===== config.mk =====
export PLATFORM = sky130hd
export DESIGN_NAME = pcr_regs
export DESIGN_NICKNAME = d
export VERILOG_FILES = /design/src/shared/pcr_pkg.sv /design/src/design/pcr_regs.sv
export SDC_FILE = /design/constraint.sdc
export NUM_CORES = 1
export LEC_CHECK = 0
export CAP_MARGIN = 20
export CORE_MARGIN = 10
export CORE_UTILIZATION = 30
export CTS_CLUSTER_SIZE = 28
export DETAILED_ROUTE_END_ITERATION = 8
export DONT_BUFFER_PORTS = 1
export HOLD_SLACK_MARGIN = 0.15
export PLACE_DENSITY_LB_ADDON = 0.25
export SLEW_MARGIN = 20
export SYNTH_ARGS = -nofsm -noshare
export SYNTH_HDL_FRONTEND = slang
export SYNTH_SLANG_ARGS = --single-unit

===== constraint.sdc =====
create_clock -name ref_clk -period 1.8 [get_ports ref_clk]
set_input_delay 0.36 -clock ref_clk [delete_from_list [all_inputs] [get_ports ref_clk]]
set_output_delay 0.36 -clock ref_clk [all_outputs]
set_load 0.02 [all_outputs]

===== src/shared/pcr_pkg.sv =====
package pcr_pkg;
   // ****************************************
   // register offsets (byte addresses)
   // ****************************************
   localparam logic [7:0]  OFF_EE_DATA      = 8'hbc;  // eeprom data word
   localparam logic [7:0]  OFF_CAP_HDR      = 8'hc0;  // express capability header
   localparam logic [7:0]  OFF_DEV_CAP      = 8'hc4;  // device capability word

   // ****************************************
   // field positions
   // ****************************************
   localparam int          EE_START_BIT     = 0;      // eeprom start in byte 0
   localparam int          EE_CMD_BIT       = 1;      // eeprom command in byte 0
   localparam int          EE_DATA_LSB      = 16;     // eeprom data 31:16
   localparam int          HDR_VER_LSB      = 16;     // capability version 19:16
   localparam int          HDR_TYPE_LSB     = 20;     // port type 23:20
   localparam int          HDR_SLOT_BIT     = 24;     // slot present
   localparam int          CAP_ROLE_BIT     = 15;     // role based error reporting
   localparam int          CAP_SPL_VAL_LSB  = 18;     // captured power value 25:18
   localparam int          CAP_SPL_SCL_LSB  = 26;     // captured power scale 27:26

   // ****************************************
   // constant field values and reset values
   // ****************************************
   localparam logic [7:0]  CAP_ID_VAL       = 8'h10;  // express capability id
   localparam logic [7:0]  NEXT_PTR_VAL     = 8'h00;  // end of capability list
   localparam logic [3:0]  CAP_VER_VAL      = 4'h2;   // version nibble 0010b
   localparam logic [3:0]  TYPE_UPSTREAM    = 4'h5;   // 0101b
   localparam logic [3:0]  TYPE_DOWNSTREAM  = 4'h6;   // 0110b
   localparam logic [2:0]  PAYLOAD_256      = 3'h1;   // 001b, strap low
   localparam logic [2:0]  PAYLOAD_512      = 3'h2;   // 010b, strap high
   localparam logic [15:0] EE_DATA_RST      = 16'h0000;
   localparam logic        ROLE_ERR_RST     = 1'b1;
   localparam logic [7:0]  SPL_VAL_RST      = 8'h00;
   localparam logic [1:0]  SPL_SCL_RST      = 2'h0;

   // ****************************************
   // init sequencing
   // ****************************************
   typedef enum logic [0:0] {
      ST_INIT = 1'b0,   // straps not yet sampled
      ST_RUN  = 1'b1    // normal operation
   } pcr_state_e;
endpackage


===== src/design/pcr_regs.sv =====
// Functional notes
// RULE_01 - eeprom data: software write, read-cycle load, zero reset
// RULE_02 - capability id always reads 10h
// RULE_03 - next pointer always reads zero
// RULE_04 - capability version always reads 0010b
// RULE_05 - port type 0101b upstream, 0110b downstream
// RULE_06 - slot present from strap, override allowed
// RULE_07 - interrupt message number reads zero
// RULE_08 - payload capability from strap, override allowed
// RULE_09 - phantom function field reads 00b
// RULE_10 - extended tag bit reads zero
// RULE_11 - both latency fields read 000b
// RULE_12 - role error bit resets one, override allowed
// RULE_13 - upstream captures slot power value
// RULE_14 - upstream captures slot power scale
// RULE_15 - start bit launches read or write cycle
// RULE_16 - reserved and read-only bits ignore writes
module pcr_regs (
   // clock, reset, enable
   input  wire logic        ref_clk,
   input  wire logic        rst,
   input  wire logic        clk_en,
   // straps and port role
   input  wire logic        is_upstream,
   input  wire logic        slot_present_strap,
   input  wire logic        large_payload_strap,
   // smbus / eeprom autoload override
   input  wire logic        ovr_wr,
   input  wire logic        ovr_slot_present,
   input  wire logic [2:0]  ovr_payload_cap,
   input  wire logic        ovr_role_err,
   // set slot power limit message
   input  wire logic        spl_msg_valid,
   input  wire logic [7:0]  spl_value,
   input  wire logic [1:0]  spl_scale,
   // configuration access
   input  wire logic        cfg_wr,
   input  wire logic        cfg_rd,
   input  wire logic [7:0]  cfg_addr,
   input  wire logic [31:0] cfg_wdata,
   input  wire logic [3:0]  cfg_be,
   output logic      [31:0] cfg_rdata,
   output logic             cfg_rd_valid,
   // eeprom cycle engine
   output logic             ee_start,
   output logic             ee_cmd_write,
   output logic      [15:0] ee_wdata,
   input  wire logic        ee_rd_done,
   input  wire logic [15:0] ee_rd_data
);

   // ****************************************
   // state
   // ****************************************
   pcr_pkg::pcr_state_e state, next_state;          // init sequencer
   logic        port_up, next_port_up;              // captured port role
   logic        slot_present, next_slot_present;    // slot present bit
   logic [2:0]  payload_cap, next_payload_cap;      // max payload supported
   logic        role_err, next_role_err;            // role based error bit
   logic [7:0]  spl_val, next_spl_val;              // captured power value
   logic [1:0]  spl_scl, next_spl_scl;              // captured power scale
   logic [15:0] ee_data, next_ee_data;              // eeprom data word
   logic        next_ee_start;                      // launch pulse
   logic        next_ee_cmd_write;                  // launch direction
   logic [31:0] next_cfg_rdata;                     // read answer
   logic        next_cfg_rd_valid;                  // read answer strobe
   logic [31:0] hdr_word;                           // assembled header
   logic [31:0] cap_word;                           // assembled capability word
   logic        ee_wr_hit;                          // write to eeprom word

   // ****************************************
   // read-only word assembly
   // ****************************************
   // constants and captured fields; reserved bits stay zero
   always_comb begin
      hdr_word = 32'h0000_0000;                                    // RULE_07 RULE_16
      hdr_word[7:0] = pcr_pkg::CAP_ID_VAL;                         // RULE_02
      hdr_word[15:8] = pcr_pkg::NEXT_PTR_VAL;                      // RULE_03
      hdr_word[pcr_pkg::HDR_VER_LSB +: 4] = pcr_pkg::CAP_VER_VAL;  // RULE_04
      hdr_word[pcr_pkg::HDR_TYPE_LSB +: 4] = port_up ?
         pcr_pkg::TYPE_UPSTREAM : pcr_pkg::TYPE_DOWNSTREAM;        // RULE_05
      hdr_word[pcr_pkg::HDR_SLOT_BIT] = slot_present;              // RULE_06
      cap_word = 32'h0000_0000;                                    // RULE_09 RULE_10 RULE_11
      cap_word[2:0] = payload_cap;                                 // RULE_08
      cap_word[pcr_pkg::CAP_ROLE_BIT] = role_err;                  // RULE_12
      cap_word[pcr_pkg::CAP_SPL_VAL_LSB +: 8] = spl_val;           // RULE_13
      cap_word[pcr_pkg::CAP_SPL_SCL_LSB +: 2] = spl_scl;           // RULE_14
   end

   // ****************************************
   // next-state logic
   // ****************************************
   // straps caught on first clock-enabled edge after reset release
   always_comb begin
      next_state        = state;
      next_port_up      = port_up;
      next_slot_present = slot_present;
      next_payload_cap  = payload_cap;
      next_role_err     = role_err;
      next_spl_val      = spl_val;
      next_spl_scl      = spl_scl;
      next_ee_data      = ee_data;
      next_ee_start     = 1'b0;
      next_ee_cmd_write = ee_cmd_write;
      next_cfg_rdata    = cfg_rdata;
      next_cfg_rd_valid = 1'b0;
      ee_wr_hit         = cfg_wr && (cfg_addr == pcr_pkg::OFF_EE_DATA);
      case (state)
         pcr_pkg::ST_INIT: begin
            // sample straps and port role once
            next_port_up      = is_upstream;                       // RULE_05
            next_slot_present = slot_present_strap;                // RULE_06
            next_payload_cap  = large_payload_strap ?
               pcr_pkg::PAYLOAD_512 : pcr_pkg::PAYLOAD_256;        // RULE_08
            next_state        = pcr_pkg::ST_RUN;
         end
         pcr_pkg::ST_RUN: begin
            // autoload / smbus override only; config writes ignored
            if (ovr_wr) begin
               next_slot_present = ovr_slot_present;               // RULE_06
               next_payload_cap  = ovr_payload_cap;                // RULE_08
               next_role_err     = ovr_role_err;                   // RULE_12
            end
            // power limit message, upstream port only
            if (spl_msg_valid && port_up) begin
               next_spl_val = spl_value;                           // RULE_13
               next_spl_scl = spl_scale;                           // RULE_14
            end
            // software data write per byte lane
            if (ee_wr_hit && cfg_be[2]) begin
               next_ee_data[7:0] = cfg_wdata[23:16];               // RULE_01
            end
            if (ee_wr_hit && cfg_be[3]) begin
               next_ee_data[15:8] = cfg_wdata[31:24];              // RULE_01
            end
            // read completion wins over a same-cycle write
            if (ee_rd_done) begin
               next_ee_data = ee_rd_data;                          // RULE_01
            end
            // start bit launches a cycle with the command bit
            if (ee_wr_hit && cfg_be[0] && cfg_wdata[pcr_pkg::EE_START_BIT]) begin
               next_ee_start     = 1'b1;                           // RULE_15
               next_ee_cmd_write = cfg_wdata[pcr_pkg::EE_CMD_BIT]; // RULE_15
            end
         end
         default: begin
            next_state = pcr_pkg::ST_INIT;
         end
      endcase
      // read decode; unmapped reads zero
      if (cfg_rd) begin
         next_cfg_rd_valid = 1'b1;
         case (cfg_addr)
            pcr_pkg::OFF_EE_DATA: next_cfg_rdata = {ee_data, 16'h0000};
            pcr_pkg::OFF_CAP_HDR: next_cfg_rdata = hdr_word;
            pcr_pkg::OFF_DEV_CAP: next_cfg_rdata = cap_word;
            default:              next_cfg_rdata = 32'h0000_0000;  // RULE_16
         endcase
      end
   end

   // ****************************************
   // registers
   // ****************************************
   // clock enable freezes everything
   always_ff @(posedge ref_clk or posedge rst) begin
      if (rst) begin
         state        <= pcr_pkg::ST_INIT;
         port_up      <= 1'b1;
         slot_present <= 1'b0;
         payload_cap  <= pcr_pkg::PAYLOAD_256;
         role_err     <= pcr_pkg::ROLE_ERR_RST;
         spl_val      <= pcr_pkg::SPL_VAL_RST;
         spl_scl      <= pcr_pkg::SPL_SCL_RST;
         ee_data      <= pcr_pkg::EE_DATA_RST;
         ee_start     <= 1'b0;
         ee_cmd_write <= 1'b0;
         cfg_rdata    <= 32'h0000_0000;
         cfg_rd_valid <= 1'b0;
      end else if (clk_en) begin
         state        <= next_state;
         port_up      <= next_port_up;
         slot_present <= next_slot_present;
         payload_cap  <= next_payload_cap;
         role_err     <= next_role_err;
         spl_val      <= next_spl_val;
         spl_scl      <= next_spl_scl;
         ee_data      <= next_ee_data;
         ee_start     <= next_ee_start;
         ee_cmd_write <= next_ee_cmd_write;
         cfg_rdata    <= next_cfg_rdata;
         cfg_rd_valid <= next_cfg_rd_valid;
      end
   end

   // write data to the engine is the held data word
   assign ee_wdata = ee_data;
endmodule


==> results of run 1 <==
## routing by layer
metal / track usage / vias up
li1: - / 1056
met1: 0.159 / 1057
met2: 0.200 / 94
met3: 0.0443 / 11
met4: 0.0502 / 0
met5: 0 / -
## logic make-up (layout without fill, tap and decap cells)
logic type | Yosys count | after routing
other | 1 | 12
flip-flops | 57 | 57
AO/OA/AOI/OAI | 97 | 97
buffers and inverters | 35 | 57
multiplexers | 14 | 14
AND/OR/NAND/NOR | 80 | 80
## layout make-up
class / count / share of cell area
repair buffers: 32 / 0.0974
multi-input cells: 202 / 0.364
diodes: 1 / 0.000743
flip-flops and latches: 57 / 0.425
clock inverters: 2 / 0.0104
clock buffers: 14 / 0.0513
inverters: 9 / 0.0100
well taps: 111 / 0.0412
## critical path: cells and delay by family, from the launching register on
kind / cells / cell delay (ns)
AND/OR/NAND/NOR: 2 / 0.54
flip-flops: 1 / 0.35
buffers and inverters: 1 / 0.20
AO/OA/AOI/OAI: 1 / 0.28
## report_power, final
| group | internal (W) | leakage (nW) | switching, W |
|---|---|---|---|
| Combinational | 0.000207 | 0.595 | 0.000183 |
| Clock | 0.000752 | 0.107 | 0.000503 |
| Sequential | 0.00143 | 0.718 | 0.000211 |
| Total | 0.00239 | 1.42 | 0.000897 |
## final timing paths
check	to	slack, ns	depth (start not counted)
max reg2reg	ee_wdata[13]$_DFFE_PP0P_	0.30	4
max	ee_wdata[13]$_DFFE_PP0P_	0.30	4
min	spl_scl[1]$_DFFE_PP0P_	0.18	1
min in group asynchronous	ee_wdata[14]$_DFFE_PP0P_	0.55	3
min reg2reg	cfg_rdata[15]$_DFFE_PP0P_	0.49	2
max in group asynchronous	payload_cap[0]$_DFFE_PP1P_	0.95	3
## flip-flops by register name (all words and copies together), names as in the netlist, 2 cells and up
register / count
ee_wdata: 16
payload_cap: 3
cfg_rdata: 21
spl_val: 8
spl_scl: 2
## cell usage in the layout (no fill, tap or decap), types with 4 or more instances in the layout
cell	instances
dfrtp_1	54
nand2_1	30
a21oi_1	21
dlygate4sd3_1	20
nor2_1	18
o22ai_1	18
o21a_1	16
o21ai_0	15
mux2_2	14
clkbuf_8	12
conb_1	11
o21ai_1	10
buf_4	9
inv_1	8
a22oi_1	8
and3_1	5
nand3_1	4
## metrics by stage
step / cells / utilization
global placement: 391 / 0.321
floorplan: 294 / -
CTS: 426 / 0.365
global route: 427 / 0.366
detailed placement: 391 / 0.321
finish: 428 / 0.366
==> impl_metrics.env, run 1 <==
export IMPL_status="complete, no violations"
export IMPL_layout_min_cycle_time_ns=1.50
export IMPL_hold_ws_ns=0.175
export IMPL_synth_xor_area_share=0
export IMPL_synth_compound_area_frac=0.214
export IMPL_fin_ws_ns=0.300
export IMPL_final_nets=397
export IMPL_pre_cts_ws_ns=0.00311
export IMPL_leakage_nw=1.42
export IMPL_p_total_w=0.00328
export IMPL_grt_max_degree=58
export IMPL_grt_pass1_wl_microns=13300
export IMPL_async_flop_share=1.00
export IMPL_grt_pass1_vias=2303
export IMPL_worst_pin_slew_ns=0.788
export IMPL_coreArea_sq_um=9200
export IMPL_slew_violations=0
export IMPL_initial_core_util=0.306
export IMPL_synth_adder_area_share=0
export IMPL_final_area_sq_um=3370
export IMPL_yosys_top_cells_area="dfrtp_1, mux2_2, o21a_1"
export IMPL_top_layer="met4"
export IMPL_cts_made_buffers=9
export IMPL_grt_ovfl_total=0
export IMPL_netlist_top_cells_count="dfrtp_1, nand2_1, a21oi_1"
export IMPL_fin_tns_setup_ns=0
export IMPL_cts_resized=0
export IMPL_cp_end_kind="register"
export IMPL_slew_headroom=0.469
export IMPL_r2r_start="state$_DFFE_PP0P_"
export IMPL_required_ns=2.01
export IMPL_worst_ep_arrival_time_ns=1.71
export IMPL_crit_start="state$_DFFE_PP0P_"
export IMPL_wire_per_inst_microns=20.5
export IMPL_synth_ff_type="dfrtp_1"
export IMPL_hold_viol=0
export IMPL_syn_area_sq_um=2810
export IMPL_place_gp_congestion=0.792
export IMPL_grt_setup_unrepaired="no"
export IMPL_cts_tree="yes"
export IMPL_die_w_microns=117
export IMPL_drt_first_pass_iters=4
export IMPL_cts_setup_buffers=0
export IMPL_totalWireLength_microns=8780
export IMPL_critical_path_class="reg -> reg"
export IMPL_antenna_found_initial=0
export IMPL_grt_total_usage=0.128
export IMPL_detail_route_antenna_nets=0
export IMPL_hp_start="spl_scale[1]"
export IMPL_num_vias=2218
export IMPL_crit_fanout=19
export IMPL_fin_crit_sh=0.833
export IMPL_dr_wl_met2_microns=4220
export IMPL_place_hpwl_microns=6530
export IMPL_place_area_sq_um=2960
export IMPL_vdd_ir_drop_worst_v=0.000323
export IMPL_num_io_pins=137
export IMPL_yosys_area_top_type="dfrtp_1"
export IMPL_drc=0
export IMPL_clock_latency_ns=0.33
export IMPL_path_cells="and2_1 -> buf_12 -> nand4b_2 -> o21a_1"
export IMPL_chipHeight_microns=117
export IMPL_cts_buffer_depth=2
export IMPL_postCtsHoldBufs=19
export IMPL_ys_seq_area_frac=0.509
export IMPL_synth_top_family_by_area="compound AO/OA/AOI/OAI gates"
export IMPL_ys_seq_elements=57
export IMPL_drtIter0Drc=112
export IMPL_synth_cell_types=41
export IMPL_worst_path_max_delay_cell="dfrtp_1"
export IMPL_register_area_sq_um=1430
export IMPL_avgSynthCellArea_sq_um=9.90
export IMPL_worstSetupStartpointType="register"
export IMPL_wl_met3_microns=845
export IMPL_area_growth_pct=19.8
export IMPL_slowest_delay_ns=0.35
export IMPL_fin_skew_ns=0.00789
export IMPL_cts_root_buf="clkbuf_8"
export IMPL_port_buffers=0
export IMPL_wl_met1_microns=3580
export IMPL_htree_levels=3
export IMPL_setup_viol=0
export IMPL_fmax_ghz=0.667
export IMPL_yosysMostFrequentCell="dfrtp_1"
export IMPL_hp_class="in -> reg"
export IMPL_synth_edf_count=0
export IMPL_viasPerCell=5.18
export IMPL_rows=35
export IMPL_muxShareOfSynthArea=0.0561
export IMPL_drive_gt1_frac=0.161
export IMPL_clock_sinks=57
export IMPL_fillers=931
export IMPL_cellPowerDensity_nw_per_um2=976
export IMPL_multi_input_area_sq_um=1230
export IMPL_die_area_sq_um=13600
export IMPL_maxCapViolCount=0
export IMPL_synth_simple_area_share=0.152
export IMPL_clk_pin_slew_ns=0.07
export IMPL_synth_cells=284
export IMPL_synth_top_area_frac=0.481
export IMPL_ys_warn_count=0
Power figures use the tool's default switching activity.
==> run 2: changes to the inputs <==
- clock period: 1.8 -> 1.5 ns (I/O delays scaled with it)
==> impl_metrics.env, run 2 (synthesis results as in run 1) <==
export IMPL_vdd_ir_drop_worst_v=0.000335
export IMPL_multi_input_area_sq_um=1230
export IMPL_fmax_ghz=0.757
export IMPL_drc=0
export IMPL_largest_reg_flops=21
export IMPL_leakage_nw=1.50
export IMPL_wire_per_inst_microns=20.0
export IMPL_cp_end_kind="register"
export IMPL_place_gp_congestion=0.773
export IMPL_cts_made_buffers=9
export IMPL_critical_path_class="reg -> reg"
export IMPL_slowest_delay_ns=0.34
export IMPL_cts_setup_buffers=0
export IMPL_initial_core_util=0.306
export IMPL_clock_latency_ns=0.33
export IMPL_clk_pin_slew_ns=0.07
export IMPL_num_io_pins=137
export IMPL_final_cells=447
export IMPL_hp_class="in -> reg"
export IMPL_setup_viol=0
export IMPL_status="complete, no violations"
export IMPL_grt_total_usage=0.133
export IMPL_slew_violations=0
export IMPL_diodes=0
export IMPL_fillers=920
export IMPL_coreArea_sq_um=9200
export IMPL_crit_buf_inv=1
export IMPL_drtIter0Drc=122
export IMPL_die_area_sq_um=13600
export IMPL_clock_sinks=57
export IMPL_place_hpwl_microns=6650
export IMPL_top_register="cfg_rdata"
export IMPL_htree_levels=3
export IMPL_fin_tns_setup_ns=0
export IMPL_final_area_sq_um=3540
export IMPL_grt_util_met2=0.213
export IMPL_register_area_sq_um=1430
export IMPL_place_area_sq_um=3010
export IMPL_crit_family="simple AND/OR/NAND/NOR gates"
export IMPL_chipHeight_microns=117
export IMPL_layout_min_cycle_time_ns=1.32
export IMPL_worst_ep_arrival_time_ns=1.54
export IMPL_cellPowerDensity_nw_per_um2=1050
export IMPL_grt_pass1_wl_microns=13700
export IMPL_cts_root_buf="clkbuf_8"
export IMPL_grt_pass1_vias=2447
export IMPL_drt_first_pass_iters=6
export IMPL_drive_gt1_frac=0.158
export IMPL_viasPerCell=5.11
export IMPL_port_buffers=0
export IMPL_cts_buffer_depth=2
export IMPL_layout_commonest_cell="dfrtp_1"
export IMPL_fin_crit_sh=0.881
export IMPL_final_nets=418
export IMPL_worst_path_max_delay_cell="dfrtp_1"
export IMPL_path_cells="and2_1 -> buf_4 -> nand4b_4 -> o21a_1"
export IMPL_grt_max_degree=58
export IMPL_dpl_cell_count=396
export IMPL_grt_ovfl_total=0
export IMPL_worstSetupStartpointType="register"
export IMPL_grtUsageMet3=0.0403
export IMPL_use_met1=0.162
export IMPL_num_vias=2282
export IMPL_maxCapViolCount=0
export IMPL_fin_skew_ns=0.0104
export IMPL_rows=35
export IMPL_final_cell_mix="dfrtp_1, dlygate4sd3_1, nand2_1, a21oi_1"
export IMPL_grt_setup_unrepaired="no"
export IMPL_grt_busiest_layer="met2"
export IMPL_area_growth_pct=25.9
export IMPL_cts_tree="yes"
export IMPL_antenna_found_initial=0
export IMPL_hold_viol=0
export IMPL_die_w_microns=117
export IMPL_detail_route_antenna_nets=0
export IMPL_totalWireLength_microns=8940
export IMPL_crit_fanout=9
export IMPL_required_ns=1.72
-- run 2: cell types whose count changed in the layout (fill, tap and decap cells not counted) --
cell,previous run,this run
dlygate4sd3_1,20,36
buf_4,9,13
clkbuf_1,2,4
clkbuf_8,12,10
buf_12,3,4
bufinv_16,1,0
clkinvlp_4,0,1
diode_2,1,0
inv_2,1,0
nand4b_2,2,1
nand4b_4,0,1
-- run 2: power breakdown --
part,switching [W],internal (W)
combinational,0.000230,0.000285
sequential,0.000252,0.00171
clock,0.000580,0.000636
-- run 2: final timing paths --
check / startpoint / slack (ns) / end / cells past startpoint
max in group asynchronous: rst / 0.65 / payload_cap[0]$_DFFE_PP1P_ / 3
hold reg to reg: payload_cap[2]$_DFFE_PP0P_ / 0.49 / payload_cap[2]$_DFFE_PP0P_ / 1
min in group asynchronous: rst / 0.52 / cfg_rdata[16]$_DFFE_PP0P_ / 3
setup / recovery: state$_DFFE_PP0P_ / 0.18 / ee_wdata[13]$_DFFE_PP0P_ / 4
setup reg to reg: state$_DFFE_PP0P_ / 0.18 / ee_wdata[13]$_DFFE_PP0P_ / 4
hold / removal: clk_en / 0.18 / payload_cap[0]$_DFFE_PP1P_ / 2
-- run 2: layout make-up --
| cell class | instances | share of cell area |
|---|---|---|
| Clock buffer | 14 | 0.0432 |
| Clock inverter | 1 | 0.00141 |
| Inverter | 9 | 0.0106 |
| Multi-Input combinational cell | 202 | 0.349 |
| Sequential cell | 57 | 0.404 |
| Tap cell | 111 | 0.0393 |
| Timing Repair Buffer | 53 | 0.152 |
-- run 2: through the flow --
stage / hold WS [ns] / worst slack, ns / power, W / util
CTS: 0.152 / 0.0321 / 0.00376 / 0.384
finish: 0.176 / 0.179 / 0.00370 / 0.385
global route: 0.186 / 0.0904 / 0.00393 / 0.385
detailed placement: 0.283 / -0.0743 / 0.00243 / 0.327
global placement: 0.282 / -0.0685 / 0.00242 / 0.327
floorplan: 0.386 / -0.0132 / 0.00231 / -
-- run 2: metal layers --
metal	part of all wire	routed length [microns]
met1	0.42	3760
met2	0.48	4300
met3	0.083	740
met4	0.015	136
met5	0	0
-- run 2: worst register-to-register path: stages (launching register included) --
cell	delay (ns)
dfrtp_1	0.34
and2_1	0.24
buf_4	0.23
nand4b_4	0.19
o21a_1	0.23
-- run 2: repair_timing --
item                                    4_1_cts  5_1_grt
gates resized for setup                       0        1
endpoints found under the setup margin        0        8
hold endpoints to repair                     90        0
hold buffers                                 36        0
==> run 3: changes to the inputs <==
- BUFFER_PORTS_ARGS: not set -> -buffer_cell sky130_fd_sc_hd__clkbuf_2
- DONT_BUFFER_PORTS: 1 -> not set
==> impl_metrics.env, run 3 (synthesis results as in run 1) <==
export IMPL_clock_latency_ns=0.33
export IMPL_port_buffers=110
export IMPL_hp_start="cfg_wdata[25]"
export IMPL_layout_commonest_cell="clkbuf_2"
export IMPL_drtIter0Drc=185
export IMPL_fin_crit_sh=0.909
export IMPL_wl_met1_microns=3820
export IMPL_pwr_share_comb=0.177
export IMPL_p_total_w=0.00410
export IMPL_fillers=936
export IMPL_required_ns=1.72
export IMPL_status="complete, no violations"
export IMPL_worst_path_max_delay_cell="dfrtp_1"
export IMPL_grt_max_degree=58
export IMPL_fin_skew_ns=0.0102
export IMPL_netSwitchingFraction=0.277
export IMPL_hold_viol=0
export IMPL_drt_first_pass_iters=4
export IMPL_register_area_sq_um=1430
export IMPL_cts_made_buffers=9
export IMPL_slew_violations=0
export IMPL_grt_total_usage=0.130
export IMPL_antenna_found_initial=0
export IMPL_crit_fanout=20
export IMPL_hp_class="in -> reg"
export IMPL_worstSetupStartpointType="register"
export IMPL_crit_family="simple AND/OR/NAND/NOR gates"
export IMPL_slowest_delay_ns=0.33
export IMPL_cts_tree="yes"
export IMPL_hold_ws_ns=0.182
export IMPL_die_w_microns=117
export IMPL_grt_ovfl_total=0
export IMPL_viasPerCell=4.82
export IMPL_htree_levels=3
export IMPL_clk_pin_slew_ns=0.07
export IMPL_postCtsHoldBufs=1
export IMPL_cts_buffer_depth=2
export IMPL_wl_met3_microns=668
export IMPL_top_layer="met4"
export IMPL_grt_pass1_wl_microns=13800
export IMPL_layout_min_cycle_time_ns=1.36
export IMPL_multi_input_area_sq_um=1230
export IMPL_netSwitchingPower_w=0.00114
export IMPL_worst_ep_arrival_time_ns=1.58
export IMPL_pwr_share_clk=0.369
export IMPL_crit_start="state$_DFFE_PP0P_"
export IMPL_num_vias=2542
export IMPL_vdd_ir_drop_worst_v=0.000452
export IMPL_cts_root_buf="clkbuf_8"
export IMPL_grt_setup_unrepaired="no"
export IMPL_p_int_w=0.00296
export IMPL_top_register="cfg_rdata"
export IMPL_initial_core_util=0.306
export IMPL_drc=0
export IMPL_clock_sinks=57
export IMPL_maxCapViolCount=0
export IMPL_power_share_sequential=0.454
export IMPL_detail_route_antenna_nets=0
export IMPL_totalWireLength_microns=8820
export IMPL_rows=35
export IMPL_r2r_start="state$_DFFE_PP0P_"
export IMPL_final_cell_mix="clkbuf_2, dfrtp_1, nand2_1, a21oi_1"
export IMPL_place_hpwl_microns=6880
export IMPL_coreArea_sq_um=9200
export IMPL_cts_setup_buffers=0
export IMPL_largest_reg_flops=21
export IMPL_die_area_sq_um=13600
export IMPL_setup_viol=0
export IMPL_num_io_pins=137
export IMPL_critical_path_class="reg -> reg"
export IMPL_wire_per_inst_microns=16.7
export IMPL_drive_gt1_frac=0.409
export IMPL_fin_tns_setup_ns=0
export IMPL_diodes=0
export IMPL_fmax_ghz=0.733
export IMPL_final_nets=497
export IMPL_cts_resized=0
export IMPL_path_cells="and2_1 -> buf_12 -> nand4b_2 -> o21a_1"
export IMPL_grt_pass1_vias=2651
export IMPL_cp_end_kind="register"
export IMPL_area_growth_pct=36.4
export IMPL_place_gp_congestion=0.801
export IMPL_cellPowerDensity_nw_per_um2=1070
export IMPL_chipHeight_microns=117
export IMPL_crit_buf_inv=1
export IMPL_dr_wl_met2_microns=4220
export IMPL_leakage_nw=1.86
[run 3: cell count changes in the layout (fill, tap and decap cells not counted)]
cell | previous run | this run
bufinv_16 | 0 | 1
clkbuf_2 | 0 | 110
dlygate4sd3_1 | 36 | 1
clkbuf_1 | 4 | 2
buf_4 | 13 | 15
clkbuf_8 | 10 | 12
nand4b_4 | 1 | 0
nand4b_2 | 1 | 2
buf_12 | 4 | 6
[run 3: power groups by stage]
| stage | Clock [W] | Sequential [W] | Combinational, W |
|---|---|---|---|
| after floorplan | 0 | 0.00193 | 0.000383 |
| after global placement | 0 | 0.00188 | 0.000722 |
| after detailed placement | 0 | 0.00189 | 0.000729 |
| after CTS | 0.00155 | 0.00186 | 0.000734 |
| after global routing | 0.00160 | 0.00189 | 0.000806 |
| final | 0.00151 | 0.00186 | 0.000724 |
[run 3: final timing paths]
kind	endpoint	slack (ns)	depth (start not counted)
max in group asynchronous	payload_cap[0]$_DFFE_PP1P_	0.60	4
worst min-delay path	ee_wdata[9]$_DFFE_PP0P_	0.18	2
worst max-delay path	ee_wdata[15]$_DFFE_PP0P_	0.14	4
worst min register to register	cfg_rdata[15]$_DFFE_PP0P_	0.48	2
min in group asynchronous	cfg_rdata[30]$_DFFE_PP0P_	0.59	4
worst max register to register	ee_wdata[15]$_DFFE_PP0P_	0.14	4
[run 3: final cells by class]
cell class | instances | area share
clock buffer | 14 | 0.0450
clock inverter | 2 | 0.00914
inverter | 9 | 0.00979
multi-input combinational | 202 | 0.320
sequential | 57 | 0.373
tap | 111 | 0.0362
timing repair buffer | 132 | 0.207
[run 3: stage by stage]
stage / cells / setup WS, ns / instance area, sq um / utilization
4_1_cts: 527 / 0.109 / 3830 / 0.417
2_1_floorplan: 294 / -0.0132 / 2850 / -
6_report: 527 / 0.136 / 3830 / 0.417
3_3_place_gp: 510 / -0.142 / 3620 / 0.393
5_1_grt: 527 / 0.0420 / 3830 / 0.417
3_5_place_dp: 510 / -0.160 / 3620 / 0.393
[run 3: metal layers]
layer,vias up,GRT usage
met1,1185,0.162
met2,87,0.212
met4,0,0.0502
met5,-,0
met3,10,0.0326
li1,1260,-
